`src/iesw_pkg.sv`:
```
package iesw_pkg;
   // ----------------------------------------
   // register map (byte addresses)
   // ----------------------------------------
   localparam logic [11:0] IESW_FAULT_OFS = 12'h000;
   localparam logic [11:0] IESW_STATE_OFS = 12'h004;
   localparam logic [11:0] IESW_CFG_OFS = 12'h008;
   localparam logic [11:0] IESW_RECORD_OFS = 12'h00C;
   localparam logic [11:0] IESW_LIVE_OFS = 12'h010;
   localparam logic [11:0] IESW_HEADING_OFS = 12'h014;

   // ----------------------------------------
   // field positions
   // ----------------------------------------
   localparam int IESW_FLT_FRAME_BIT = 7;
   localparam int IESW_FLT_PROBE_BIT = 6;
   localparam int IESW_FLT_BEAM_BIT = 5;
   localparam int IESW_FLT_PMEM_BIT = 4;
   localparam int IESW_FLT_BUF_BIT = 3;
   localparam int IESW_FLT_SENS_BIT = 2;
   localparam int IESW_FLT_PROC_BIT = 1;
   localparam int IESW_FLT_HEAD_BIT = 0;
   localparam int IESW_ST_PWR_LSB = 6;
   localparam int IESW_ST_WAKE_LSB = 4;
   localparam int IESW_ST_ROLL_BIT = 3;
   localparam int IESW_ST_PITCH_BIT = 2;
   localparam int IESW_ST_SCALE_BIT = 1;
   localparam int IESW_ST_ORIENT_BIT = 0;
   localparam int IESW_CFG_FRAME_BIT = 0;
   localparam int IESW_CFG_ORIENT_BIT = 1;
   localparam int IESW_CFG_PWR_LSB = 2;

   // ----------------------------------------
   // reset values and constants
   // ----------------------------------------
   localparam logic [7:0] IESW_WORD_RST = 8'h00;
   localparam logic [3:0] IESW_CFG_RST = 4'h0;
   localparam logic [8:0] IESW_HEADING_FALLBACK = 9'h05A; // 90 degrees
   localparam int IESW_SHORT_OUTAGE_MS = 1000;
   localparam int IESW_CLK_KHZ = 50000;
   localparam int IESW_SHORT_OUTAGE_CYC = IESW_SHORT_OUTAGE_MS * IESW_CLK_KHZ;

   // ----------------------------------------
   // enumerations and carriers
   // ----------------------------------------
   typedef enum logic [1:0]
   {
      IESW_PWR_HIGH = 2'h0,
      IESW_PWR_HIGH_MINUS = 2'h1,
      IESW_PWR_LOW_PLUS = 2'h2,
      IESW_PWR_LOW = 2'h3
   } iesw_power_t;

   typedef enum logic [1:0]
   {
      IESW_WAKE_BAD_POWER = 2'h0,
      IESW_WAKE_POWER_APPLIED = 2'h1,
      IESW_WAKE_BREAK = 2'h2,
      IESW_WAKE_RTC = 2'h3
   } iesw_wake_t;

   typedef enum logic [2:0]
   {
      IESW_PW_RUN = 3'b001,
      IESW_PW_BROWN = 3'b010,
      IESW_PW_SLEEP = 3'b100
   } iesw_pwr_state_t;

   typedef struct packed
   {
      logic heading_fail;
      logic probe_no_answer;
      logic beam_order_bad;
      logic pmem_error;
      logic buffer_overflow;
      logic sensor_bad;
      logic processing_bad;
   } iesw_faults_t;

   typedef struct packed
   {
      logic roll_out;
      logic pitch_out;
   } iesw_tilt_t;
endpackage

```
`src/iesw_wake_tracker.sv`:
```
`timescale 1ns/1ps
// --------------------------------------------------
// wakeup source tracker
// --------------------------------------------------
module iesw_wake_tracker
   import iesw_pkg::*;
#(
   parameter int OUTAGE_CYC = IESW_SHORT_OUTAGE_CYC
)
(
   input wire logic clk_in,
   input wire logic rst_n_in,
   input wire logic supply_ok_in,
   input wire logic power_applied_in,
   input wire logic break_in,
   input wire logic rtc_alarm_in,
   input wire logic sleep_req_in,
   output logic hold_reset_out,
   output logic asleep_out,
   output iesw_wake_t wake_out
);
   localparam int CW = $clog2(OUTAGE_CYC + 1);

   iesw_pwr_state_t state_r;
   iesw_pwr_state_t state_nxt;
   iesw_wake_t wake_r;
   iesw_wake_t wake_nxt;
   logic [CW-1:0] outage_r;
   logic [CW-1:0] outage_nxt;

   // power state and wake source selection
   always_comb
   begin
      state_nxt = state_r;
      wake_nxt = wake_r;
      outage_nxt = outage_r;
      case (state_r)
         IESW_PW_RUN:
         begin
            if (!supply_ok_in)
            begin
               state_nxt = IESW_PW_BROWN;
               outage_nxt = '0;
            end
            else if (break_in)
               wake_nxt = IESW_WAKE_BREAK;
            else if (sleep_req_in)
               state_nxt = IESW_PW_SLEEP;
         end
         IESW_PW_BROWN:
         begin
            if (outage_r != CW'(OUTAGE_CYC))
               outage_nxt = outage_r + 1'b1;
            if (supply_ok_in)
            begin
               state_nxt = IESW_PW_RUN;
               // long outage or explicit power-on counts as power applied
               if (power_applied_in || outage_r == CW'(OUTAGE_CYC))
                  wake_nxt = IESW_WAKE_POWER_APPLIED;
               else
                  wake_nxt = IESW_WAKE_BAD_POWER;
            end
         end
         IESW_PW_SLEEP:
         begin
            if (!supply_ok_in)
            begin
               state_nxt = IESW_PW_BROWN;
               outage_nxt = '0;
            end
            else if (break_in)
            begin
               state_nxt = IESW_PW_RUN;
               wake_nxt = IESW_WAKE_BREAK;
            end
            else if (rtc_alarm_in)
            begin
               state_nxt = IESW_PW_RUN;
               wake_nxt = IESW_WAKE_RTC;
            end
         end
         default:
            state_nxt = IESW_PW_RUN;
      endcase
   end

   // state registers
   always_ff @(posedge clk_in or negedge rst_n_in)
   begin
      if (!rst_n_in)
      begin
         state_r <= IESW_PW_RUN;
         wake_r <= IESW_WAKE_POWER_APPLIED;
         outage_r <= '0;
      end
      else
      begin
         state_r <= state_nxt;
         wake_r <= wake_nxt;
         outage_r <= outage_nxt;
      end
   end

   assign hold_reset_out = (state_r == IESW_PW_BROWN);
   assign asleep_out = (state_r == IESW_PW_SLEEP);
   assign wake_out = wake_r;
endmodule

```
`src/iesw_top.sv`:
```
// The implementer's own choices: the placing of the registers and the APB register port.
`timescale 1ns/1ps
module iesw_top
   import iesw_pkg::*;
#(
   parameter int OUTAGE_CYC = IESW_SHORT_OUTAGE_CYC
)
(
   input wire logic REF_CLK_IN,
   input wire logic RST_N_IN,
   // apb slave
   input wire logic PSEL_IN,
   input wire logic PENABLE_IN,
   input wire logic PWRITE_IN,
   input wire logic [11:0] PADDR_IN,
   input wire logic [31:0] PWDATA_IN,
   output logic [31:0] PRDATA_OUT,
   output logic PREADY_OUT,
   output logic PSLVERR_OUT,
   // fault detectors and sensors
   input wire iesw_pkg::iesw_faults_t FAULTS_IN,
   input wire iesw_pkg::iesw_tilt_t TILT_IN,
   input wire logic [8:0] HEADING_IN,
   input wire logic RECORD_STROBE_IN,
   // power and wakeup sources
   input wire logic SUPPLY_OK_IN,
   input wire logic POWER_APPLIED_IN,
   input wire logic COMM_BREAK_IN,
   input wire logic RTC_ALARM_IN,
   input wire logic SLEEP_REQ_IN,
   // outputs
   output logic EARTH_REFERENCED_FRAME_OUT,
   output logic [8:0] HEADING_OUT,
   output logic [7:0] MEASUREMENT_FAULT_FLAGS_OUT,
   output logic [7:0] INSTRUMENT_STATE_FLAGS_OUT,
   output logic HW_RESET_OUT,
   output logic ASLEEP_OUT
);
   import iesw_pkg::*;

   // ----------------------------------------
   // wake tracking
   // ----------------------------------------
   logic hold_reset;
   logic asleep;
   iesw_wake_t wake_src;

   iesw_wake_tracker #(.OUTAGE_CYC(OUTAGE_CYC)) u_wake
   (
      .clk_in(REF_CLK_IN),
      .rst_n_in(RST_N_IN),
      .supply_ok_in(SUPPLY_OK_IN),
      .power_applied_in(POWER_APPLIED_IN),
      .break_in(COMM_BREAK_IN),
      .rtc_alarm_in(RTC_ALARM_IN),
      .sleep_req_in(SLEEP_REQ_IN),
      .hold_reset_out(hold_reset),
      .asleep_out(asleep),
      .wake_out(wake_src)
   );

   // ----------------------------------------
   // configuration and live words
   // ----------------------------------------
   logic [3:0] cfg_r;
   logic [7:0] fault_word_r;
   logic [7:0] state_word_r;
   logic [31:0] record_cnt_r;
   logic cfg_earth;
   iesw_power_t cfg_power;
   logic cfg_down;
   logic frame_fallback;
   logic [7:0] fault_live;
   logic [7:0] state_live;
   logic sample_now;

   assign cfg_earth = cfg_r[IESW_CFG_FRAME_BIT];
   assign cfg_down = cfg_r[IESW_CFG_ORIENT_BIT];
   assign cfg_power = iesw_power_t'(cfg_r[IESW_CFG_PWR_LSB +: 2]);
   // earth frame drops back when heading fails
   assign frame_fallback = cfg_earth && FAULTS_IN.heading_fail;

   // fault word, one flag per detector plus the frame fallback flag, live level
   always_comb
   begin
      fault_live = IESW_WORD_RST;
      fault_live[IESW_FLT_FRAME_BIT] = frame_fallback;
      fault_live[IESW_FLT_PROBE_BIT] = FAULTS_IN.probe_no_answer;
      fault_live[IESW_FLT_BEAM_BIT] = FAULTS_IN.beam_order_bad;
      fault_live[IESW_FLT_PMEM_BIT] = FAULTS_IN.pmem_error;
      fault_live[IESW_FLT_BUF_BIT] = FAULTS_IN.buffer_overflow;
      fault_live[IESW_FLT_SENS_BIT] = FAULTS_IN.sensor_bad;
      fault_live[IESW_FLT_PROC_BIT] = FAULTS_IN.processing_bad;
      fault_live[IESW_FLT_HEAD_BIT] = FAULTS_IN.heading_fail;
   end

   // status word from config, wake source and tilt
   always_comb
   begin
      state_live = IESW_WORD_RST;
      state_live[IESW_ST_PWR_LSB +: 2] = cfg_power;
      state_live[IESW_ST_WAKE_LSB +: 2] = wake_src;
      state_live[IESW_ST_ROLL_BIT] = TILT_IN.roll_out;
      state_live[IESW_ST_PITCH_BIT] = TILT_IN.pitch_out;
      state_live[IESW_ST_SCALE_BIT] = 1'b0;
      state_live[IESW_ST_ORIENT_BIT] = cfg_down;
   end

   // snapshot only on record strobe while awake
   assign sample_now = RECORD_STROBE_IN && !hold_reset && !asleep;

   // ----------------------------------------
   // apb decode
   // ----------------------------------------
   logic apb_setup;
   logic apb_wr;
   logic apb_rd;
   logic hit_fault;
   logic hit_state;
   logic hit_cfg;
   logic hit_record;
   logic hit_live;
   logic hit_heading;
   logic hit_any;
   logic [31:0] rd_mux;
   logic [8:0] heading_nxt;

   assign apb_setup = PSEL_IN && !PENABLE_IN;
   assign apb_wr = apb_setup && PWRITE_IN;
   assign apb_rd = apb_setup && !PWRITE_IN;
   assign hit_fault = (PADDR_IN == IESW_FAULT_OFS);
   assign hit_state = (PADDR_IN == IESW_STATE_OFS);
   assign hit_cfg = (PADDR_IN == IESW_CFG_OFS);
   assign hit_record = (PADDR_IN == IESW_RECORD_OFS);
   assign hit_live = (PADDR_IN == IESW_LIVE_OFS);
   assign hit_heading = (PADDR_IN == IESW_HEADING_OFS);
   assign hit_any = hit_fault || hit_state || hit_cfg || hit_record || hit_live
                    || hit_heading;

   // read data selection
   always_comb
   begin
      if (hit_fault)
         rd_mux = {24'h000000, fault_word_r};
      else if (hit_state)
         rd_mux = {24'h000000, state_word_r};
      else if (hit_cfg)
         rd_mux = {28'h0000000, cfg_r};
      else if (hit_record)
         rd_mux = record_cnt_r;
      else if (hit_live)
         rd_mux = {16'h0000, state_live, fault_live};
      else if (hit_heading)
         rd_mux = {23'h000000, HEADING_OUT};
      else
         rd_mux = 32'h00000000;
   end

   // heading reads 90 when the heading sensor is silent
   assign heading_nxt = FAULTS_IN.heading_fail ? IESW_HEADING_FALLBACK : HEADING_IN;

   // ----------------------------------------
   // configuration register
   // ----------------------------------------
   always_ff @(posedge REF_CLK_IN or negedge RST_N_IN)
   begin
      if (!RST_N_IN)
         cfg_r <= IESW_CFG_RST;
      else if (apb_wr && hit_cfg)
         cfg_r <= PWDATA_IN[3:0];
   end

   // ----------------------------------------
   // record snapshots
   // ----------------------------------------
   always_ff @(posedge REF_CLK_IN or negedge RST_N_IN)
   begin
      if (!RST_N_IN)
      begin
         fault_word_r <= IESW_WORD_RST;
         state_word_r <= IESW_WORD_RST;
         record_cnt_r <= 32'h00000000;
      end
      else if (hold_reset)
      begin
         fault_word_r <= IESW_WORD_RST;
         state_word_r <= IESW_WORD_RST;
      end
      else if (sample_now)
      begin
         fault_word_r <= fault_live;
         state_word_r <= state_live;
         record_cnt_r <= record_cnt_r + 32'h00000001;
      end
   end

   // ----------------------------------------
   // apb response, no wait states
   // ----------------------------------------
   always_ff @(posedge REF_CLK_IN or negedge RST_N_IN)
   begin
      if (!RST_N_IN)
      begin
         PRDATA_OUT <= 32'h00000000;
         PREADY_OUT <= 1'b0;
         PSLVERR_OUT <= 1'b0;
      end
      else
      begin
         PREADY_OUT <= apb_setup;
         PSLVERR_OUT <= apb_setup && !hit_any;
         if (apb_rd)
            PRDATA_OUT <= rd_mux;
      end
   end

   // ----------------------------------------
   // registered user outputs
   // ----------------------------------------
   always_ff @(posedge REF_CLK_IN or negedge RST_N_IN)
   begin
      if (!RST_N_IN)
      begin
         EARTH_REFERENCED_FRAME_OUT <= 1'b0;
         HEADING_OUT <= 9'h000;
         MEASUREMENT_FAULT_FLAGS_OUT <= IESW_WORD_RST;
         INSTRUMENT_STATE_FLAGS_OUT <= IESW_WORD_RST;
         HW_RESET_OUT <= 1'b0;
         ASLEEP_OUT <= 1'b0;
      end
      else
      begin
         EARTH_REFERENCED_FRAME_OUT <= cfg_earth && !frame_fallback;
         HEADING_OUT <= heading_nxt;
         MEASUREMENT_FAULT_FLAGS_OUT <= fault_word_r;
         INSTRUMENT_STATE_FLAGS_OUT <= state_word_r;
         HW_RESET_OUT <= hold_reset;
         ASLEEP_OUT <= asleep;
      end
   end
endmodule

```
`config.mk`:
```
export PLATFORM = sky130hd
export DESIGN_NAME = iesw_top
export DESIGN_NICKNAME = d
export VERILOG_FILES = /design/src/iesw_pkg.sv /design/src/iesw_wake_tracker.sv /design/src/iesw_top.sv
export SDC_FILE = /design/constraint.sdc
export NUM_CORES = 1
export LEC_CHECK = 0
export BUFFER_PORTS_ARGS = -buffer_cell sky130_fd_sc_hd__buf_4
export CAP_MARGIN = 10
export CORE_UTILIZATION = 55
export DETAILED_ROUTE_END_ITERATION = 6
export PLACE_DENSITY = 0.8
export SYNTH_ARGS = -nofsm -noshare
export SYNTH_HDL_FRONTEND = slang
export SYNTH_SLANG_ARGS = --single-unit
```
`constraint.sdc`:
```
create_clock -name REF_CLK_IN -period 4.6 [get_ports REF_CLK_IN]
set_input_delay 0.92 -clock REF_CLK_IN [delete_from_list [all_inputs] [get_ports REF_CLK_IN]]
set_output_delay 0.92 -clock REF_CLK_IN [all_outputs]
set_load 0.02 [all_outputs]
```
==> run metrics, run 1 <==
outcome=finished clean; post-synthesis sequential area ratio=0.562; RSZ-0062 raised after global routing=false; Clock Path Buffers=2; final net count=761; mapped cell area=between 6000 and 7000 um^2; fin crit share=0.565; ANT nets after route=0; Worst Hold End=INSTRUMENT_STATE_FLAGS_OUT[5]; Die X=110 um; Final HPWL DP=10.0 mm; Worst path slowest cell=nor4_1; Power Dens Cells=between 400 and 500 nW/um^2; asr flop ratio synth=1.00; worst reg2reg setup slack=2.06 ns; CTS hold repair buffers=0; final slew viol count=0; Max stage delay on crit path=a little over 0.8 ns; Fin Setup TNS=0 ns; # resized after CTS=0; number of endpoints failing setup at the final stage=0; ratio of cells with drive above 1 in the final layout=0.238; Slew HR=0.284; # H-tree levels=4; VDD IR-drop max=298 uV; number of synthesized flops with an enable pin=0; I/O pins=135; vias post-DR=~4900; main flop type after synthesis=dfrtp_1; Worst Path Class, Setup=input port to flip-flop; Yosys Warn Count=0; Routed WL per cell=17.7 um; total power=3.43 mW; Mapped Nets=657; Starting Density=0.575; max_cap viols=0; Worst Hold Class=flip-flop to flip-flop; Placer Congestion=0.888; initial drt markers=around 340; Setup crit start kind=input port; worst setup path startpoint=PADDR_IN[7]; Leak Pwr=3.74 nW; Mapped Avg Cell Area=11.0 um^2; largest net degree at the start of global routing=120; Total Wirelength=between 10 and 15 mm; crit end category=flip-flop; fin area=7880 um^2; Place WS=1.72 ns; Post-Place Cells=806; TritonCTS Buffers=17; Synth Register Bits=about 140; grt total ovfl=0; Top cell by count, worst path=nor4_1; reg2reg path depth=5; post-CTS setup buffer count=0; Clock Skew=0.00671 ns; CTS Root Cell=clkbuf_16; CTS tree=built; hold_ws=0.395 ns; Slew @ Worst Pin=1.07 ns; fin cells=~840; CTS clk-pin slew, worst paths=0.06 ns; FMAX=384 MHz; synthesized instance count=581; core box area=11100 um^2; Critical R2R Launch=u_wake.state_r[2]; most frequent cells in the layout=dfrtp_1 (141), buf_4 (111), nand2_1 (47); Period minus WS final=~2.6 ns; hold-critical path depth=0; vias per inst=5.83; Cell Area, Placed=7280 um^2; DIE AREA=12000 um^2; commonest non-fill, non-tap cell in the layout=dfrtp_1; Initial DRT Pass Iterations=5; CTS Sinks=143; Area Growth Syn to Fin=23.6%; Setup WS post-layout=2.00 ns; drt drc=0; Unique masters post-synth=56; fin util=0.711; first-pass GRT wire length=23.9 mm; crit path DAT=slightly below 3 ns; required time of the critical path=4.93 ns; Die Ht=110 um; Hold Startpoint=state_word_r[5]; Total GRT Usage=0.266; Cell Rows=38; later-pin clock latency in the skew report=about 0.42 ns; number of I/O port buffers=105; initial antenna violation count=1; critical path peak fanout=7; Final Hold Fails=0; Critical Path, Cell by Cell=buf_4 > nor4_1 > nand3_1 > nor4_1 > a22oi_1 > o21ai_0; vias in the first global route=approximately 4700; Reg-to-Reg End=record_cnt_r[15]; diodes inserted=0
logic make-up (layout without fill, tap and decap cells):
group | count (synthesis) | after routing | share of synthesized area
multiplexers | 15 | 15 | 0.0249
XOR/XNOR | 52 | 52 | 0.0715
adder cells (fa/ha/maj) | 3 | 3 | 0.00589
flip-flops | 143 | 143 | 0.562
other | 1 | 1 | 0.000589
AO/OA/AOI/OAI | 113 | 113 | 0.129
AND/OR/NAND/NOR | 210 | 210 | 0.178
buffers and inverters | 44 | 161 | 0.0283
cell type report:
cell class / count / area (um^2)
fillers: 777 / 3200
repair buffers: 112 / 845
well taps: 140 / 175
clock buffers: 18 / 429
inverters: 17 / 63.8
multi-input cells: 394 / 2620
clock inverters: 14 / 169
flip-flops and latches: 143 / 3580
report_power, final:
part           total [mW]  internal, mW  switching (mW)  leakage, nW
clock network        1.39         0.851           0.538        0.290
logic               0.524         0.225           0.299         1.54
registers            1.52          1.38           0.139         1.91
layer usage:
metal,wire (um),track usage
met3,891,0.0694
met5,9,0
met2,7100,0.412
met1,6570,0.361
met4,258,0.105
cells in the mapped netlist, types with 11 or more instances:
| cell | instances | area (um^2) |
|---|---|---|
| clkbuf_1 | 12 | 45.0 |
| a22o_1 | 37 | 324 |
| and3_1 | 14 | 87.6 |
| a21oi_1 | 18 | 90.1 |
| nand3_1 | 16 | 80.1 |
| dfrtp_1 | 141 | 3530 |
| inv_1 | 17 | 63.8 |
| nand2_1 | 47 | 176 |
| nor2_1 | 40 | 150 |
| xnor2_1 | 34 | 298 |
| nor2b_1 | 11 | 68.8 |
| a22oi_1 | 13 | 97.6 |
| o21ai_0 | 24 | 120 |
| xor2_1 | 18 | 158 |
| nand4_1 | 12 | 75.1 |
| nor3_1 | 18 | 90.1 |
registers in the layout, summed over array words and instances (netlist names), 2 cells and up:
| name | count |
|---|---|
| INSTRUMENT_STATE_FLAGS_OUT | 7 |
| u_wake.wake_out | 2 |
| cfg_r | 4 |
| u_wake.state_r | 3 |
| state_word_r | 7 |
| fault_word_r | 8 |
| MEASUREMENT_FAULT_FLAGS_OUT | 8 |
| HEADING_OUT | 9 |
| PRDATA_OUT | 32 |
| record_cnt_r | 32 |
| u_wake.outage_r | 26 |
worst max path at each step:
stage                     endpoint  depth (start not counted)
finish              PRDATA_OUT[15]                          6
detailed placement  PRDATA_OUT[15]                          6
global placement    PRDATA_OUT[15]                          6
global route        PRDATA_OUT[15]                          6
CTS                 PRDATA_OUT[15]                          6
floorplan           PRDATA_OUT[22]                          7
worst max-delay path, delay by kind of cell:
kind,cells,cell delay (ns)
buf+inv,1,0.10
simple gates,3,1.47
compound gates,2,0.44
Power figures use the tool's default switching activity.
==> run 2, diff against run 1 <==
- clock period: 4.6 -> 2.56 ns (I/O delays scaled with it)
==> run metrics, run 2 (synthesis results as in run 1) <==
outcome=finished clean; switching pwr=1.71 mW (+75%); Reg area=3580 um^2 (unchanged); hold-critical path depth=2 (+2); hold_ws=0.279 ns (-0.115 ns); reg2reg path depth=5 (unchanged); Slew HR=0.526 (+0.243); most frequent cells in the layout=dfrtp_1 (141), buf_4 (119), nand2_1 (47); required time of the critical path=2.86 ns (-2.07 ns); final slew viol count=0 (unchanged); met1 wire length=6.63 mm (+0.93%); fin crit share=0.883; grt total ovfl=0 (unchanged); Fin Setup TNS=0 ns (unchanged); Final HPWL DP=10.4 mm (+4.2%); Internal Power=4.94 mW (+100%); # H-tree levels=4 (unchanged); CTS tree=built; Worst path slowest cell=dfstp_2; Reg-to-Reg End=u_wake.outage_r[22]; commonest non-fill, non-tap cell in the layout=dfrtp_1; fin util=0.731 (+0.0197); crit end category=flip-flop; post-CTS setup buffer count=0 (unchanged); final net count=772 (+1.4%); Clock Power Share=0.443 (+0.039); met3 wire len=854 um (-4.2%); number of buffers and inverters on the critical path=0 (-1); diodes inserted=0 (unchanged); Layout fillers=742 (-4.5%); Initial DRT Pass Iterations=5 (unchanged); max_cap viols=0 (unchanged); largest net degree at the start of global routing=56 (-53%); TritonCTS Buffers=17 (unchanged); Cell Area, Placed=7380 um^2 (+1.4%); Routed WL per cell=17.8 um (+0.64%); Sw Share=0.257 (-0.0268); Total Wirelength=15.1 mm (+1.8%); Clock Skew=0.00581 ns (-0.000894 ns); later-pin clock latency in the skew report=0.42 ns (about the same); met2 wire length=7.31 mm (+3.0%); RSZ-0062 raised after global routing=false; Critical R2R Launch=u_wake.state_r[0]; CTS clk-pin slew, worst paths=0.06 ns (about the same); critical path peak fanout=17 (+10); Power Dens Cells=821 nW/um^2 (+88%); VDD IR-drop max=712 uV (+140%); DIE AREA=12000 um^2 (unchanged); Area Growth Syn to Fin=27.1%; Leak Pwr=3.86 nW (+3.1%); vias in the first global route=4978 (+5.4%); Die X=110 um (unchanged); initial drt markers=385 (+14%); number of I/O port buffers=105 (unchanged); Slew @ Worst Pin=0.709 ns (-0.365 ns); Worst Hold Class=input port to flip-flop; Placer Congestion=0.887 (-0.14%); vias per inst=5.90 (+1.3%); Die Ht=110 um (unchanged); Cell Rows=38 (unchanged); core box area=11100 um^2 (unchanged); Top delay family on crit path=simple AND/OR/NAND/NOR gates; part of the power in registers=0.412 (-0.031); Multi-input gate area=2620 um^2 (unchanged); Worst Path Class, Setup=flip-flop to flip-flop; crit path DAT=2.56 ns (-0.37 ns); Period minus WS final=2.26 ns; CTS Sinks=143 (unchanged); fin area=8100 um^2 (+2.8%); Max stage delay on crit path=0.73 ns (-0.08 ns); worst setup path startpoint=u_wake.state_r[0]; drt drc=0 (unchanged); critical path endpoint=u_wake.outage_r[22]; vias post-DR=5003 (+2.5%); Crit path depth=5 (-1); Comb pwr share=0.145 (-0.008); number of endpoints failing setup at the final stage=0 (unchanged); Critical Path, Cell by Cell=nor4b_1 > o311ai_2 > nor4_1 > xnor2_1 > nor2_1; FMAX=442 MHz; worst reg2reg setup slack=0.30 ns (-1.76 ns); ANT nets after route=0 (unchanged); Starting Density=0.575 (unchanged); top sig layer=met4; Setup crit start kind=flip-flop; Total GRT Usage=0.273 (+0.00660); I/O pins=135 (unchanged); largest registers=PRDATA_OUT (32), record_cnt_r (32), u_wake.outage_r (26); initial antenna violation count=0 (-1); CTS Root Cell=clkbuf_16; Clock Path Buffers=2 (unchanged); ratio of cells with drive above 1 in the final layout=0.247 (+0.00935); first-pass GRT wire length=24.6 mm (+2.9%); Final Hold Fails=0 (unchanged)
-- run 2: cell count changes in the layout (fill, tap and decap cells not counted) --
cell	previous run	this run
buf_12	0	2
buf_4	111	119
bufinv_16	3	8
clkbuf_8	0	1
clkinv_2	4	3
clkinv_4	5	0
clkinvlp_4	2	1
dlygate4sd3_1	0	1
-- run 2: cell type report --
cell class,count,share of cell area
clock inverters,12,0.0325
flip-flops and latches,143,0.442
well taps,140,0.0216
clock buffers,19,0.0547
inverters,17,0.00788
repair buffers,123,0.118
multi-input cells,394,0.323
-- run 2: stage by stage --
step / power [mW] / setup slack (ns) / std cells
after floorplan: 3.30 / 0.551 / 581
after global placement: 3.66 / 0.347 / 816
after detailed placement: 3.72 / 0.300 / 816
after CTS: 6.68 / 0.305 / 848
after global routing: 6.88 / 0.146 / 848
final: 6.65 / 0.300 / 848
-- run 2: power by group through the flow --
stage               sequential, mW  combinational [mW]  clock (mW)
floorplan                     2.72               0.576           0
global placement              2.75               0.914           0
detailed placement            2.77               0.951           0
CTS                           2.73               0.968        2.98
global route                  2.76                1.05        3.07
finish                        2.74               0.961        2.95
-- run 2: per-layer routing --
| metal | vias to the layer above | track usage |
|---|---|---|
| met2 | 163 | 0.442 |
| met1 | 2507 | 0.366 |
| met5 | - | 0 |
| li1 | 2307 | - |
| met3 | 26 | 0.0510 |
| met4 | 0 | 0.107 |
-- run 2: worst min-delay path by stage --
stage | end | startpoint
final | HEADING_OUT[3] | HEADING_IN[3]
after global routing | HEADING_OUT[3] | HEADING_IN[3]
after CTS | HEADING_OUT[3] | HEADING_IN[3]
after detailed placement | MEASUREMENT_FAULT_FLAGS_OUT[7] | fault_word_r[7]
after global placement | MEASUREMENT_FAULT_FLAGS_OUT[7] | fault_word_r[7]
after floorplan | ASLEEP_OUT | RST_N_IN
-- run 2: what timing repair did --
| action | CTS | global route |
|---|---|---|
| hold buffers | 1 | 0 |
| hold endpoints to repair | 28 | 0 |
| gates resized for setup | 0 | 0 |
| endpoints found under the setup margin | 0 | 0 |
-- run 2: worst register-to-register path, stage by stage (launching register included) --
cell and delay, ns:
dfstp_2 0.73, nor4b_1 0.52, o311ai_2 0.29, nor4_1 0.39, xnor2_1 0.16, nor2_1 0.05
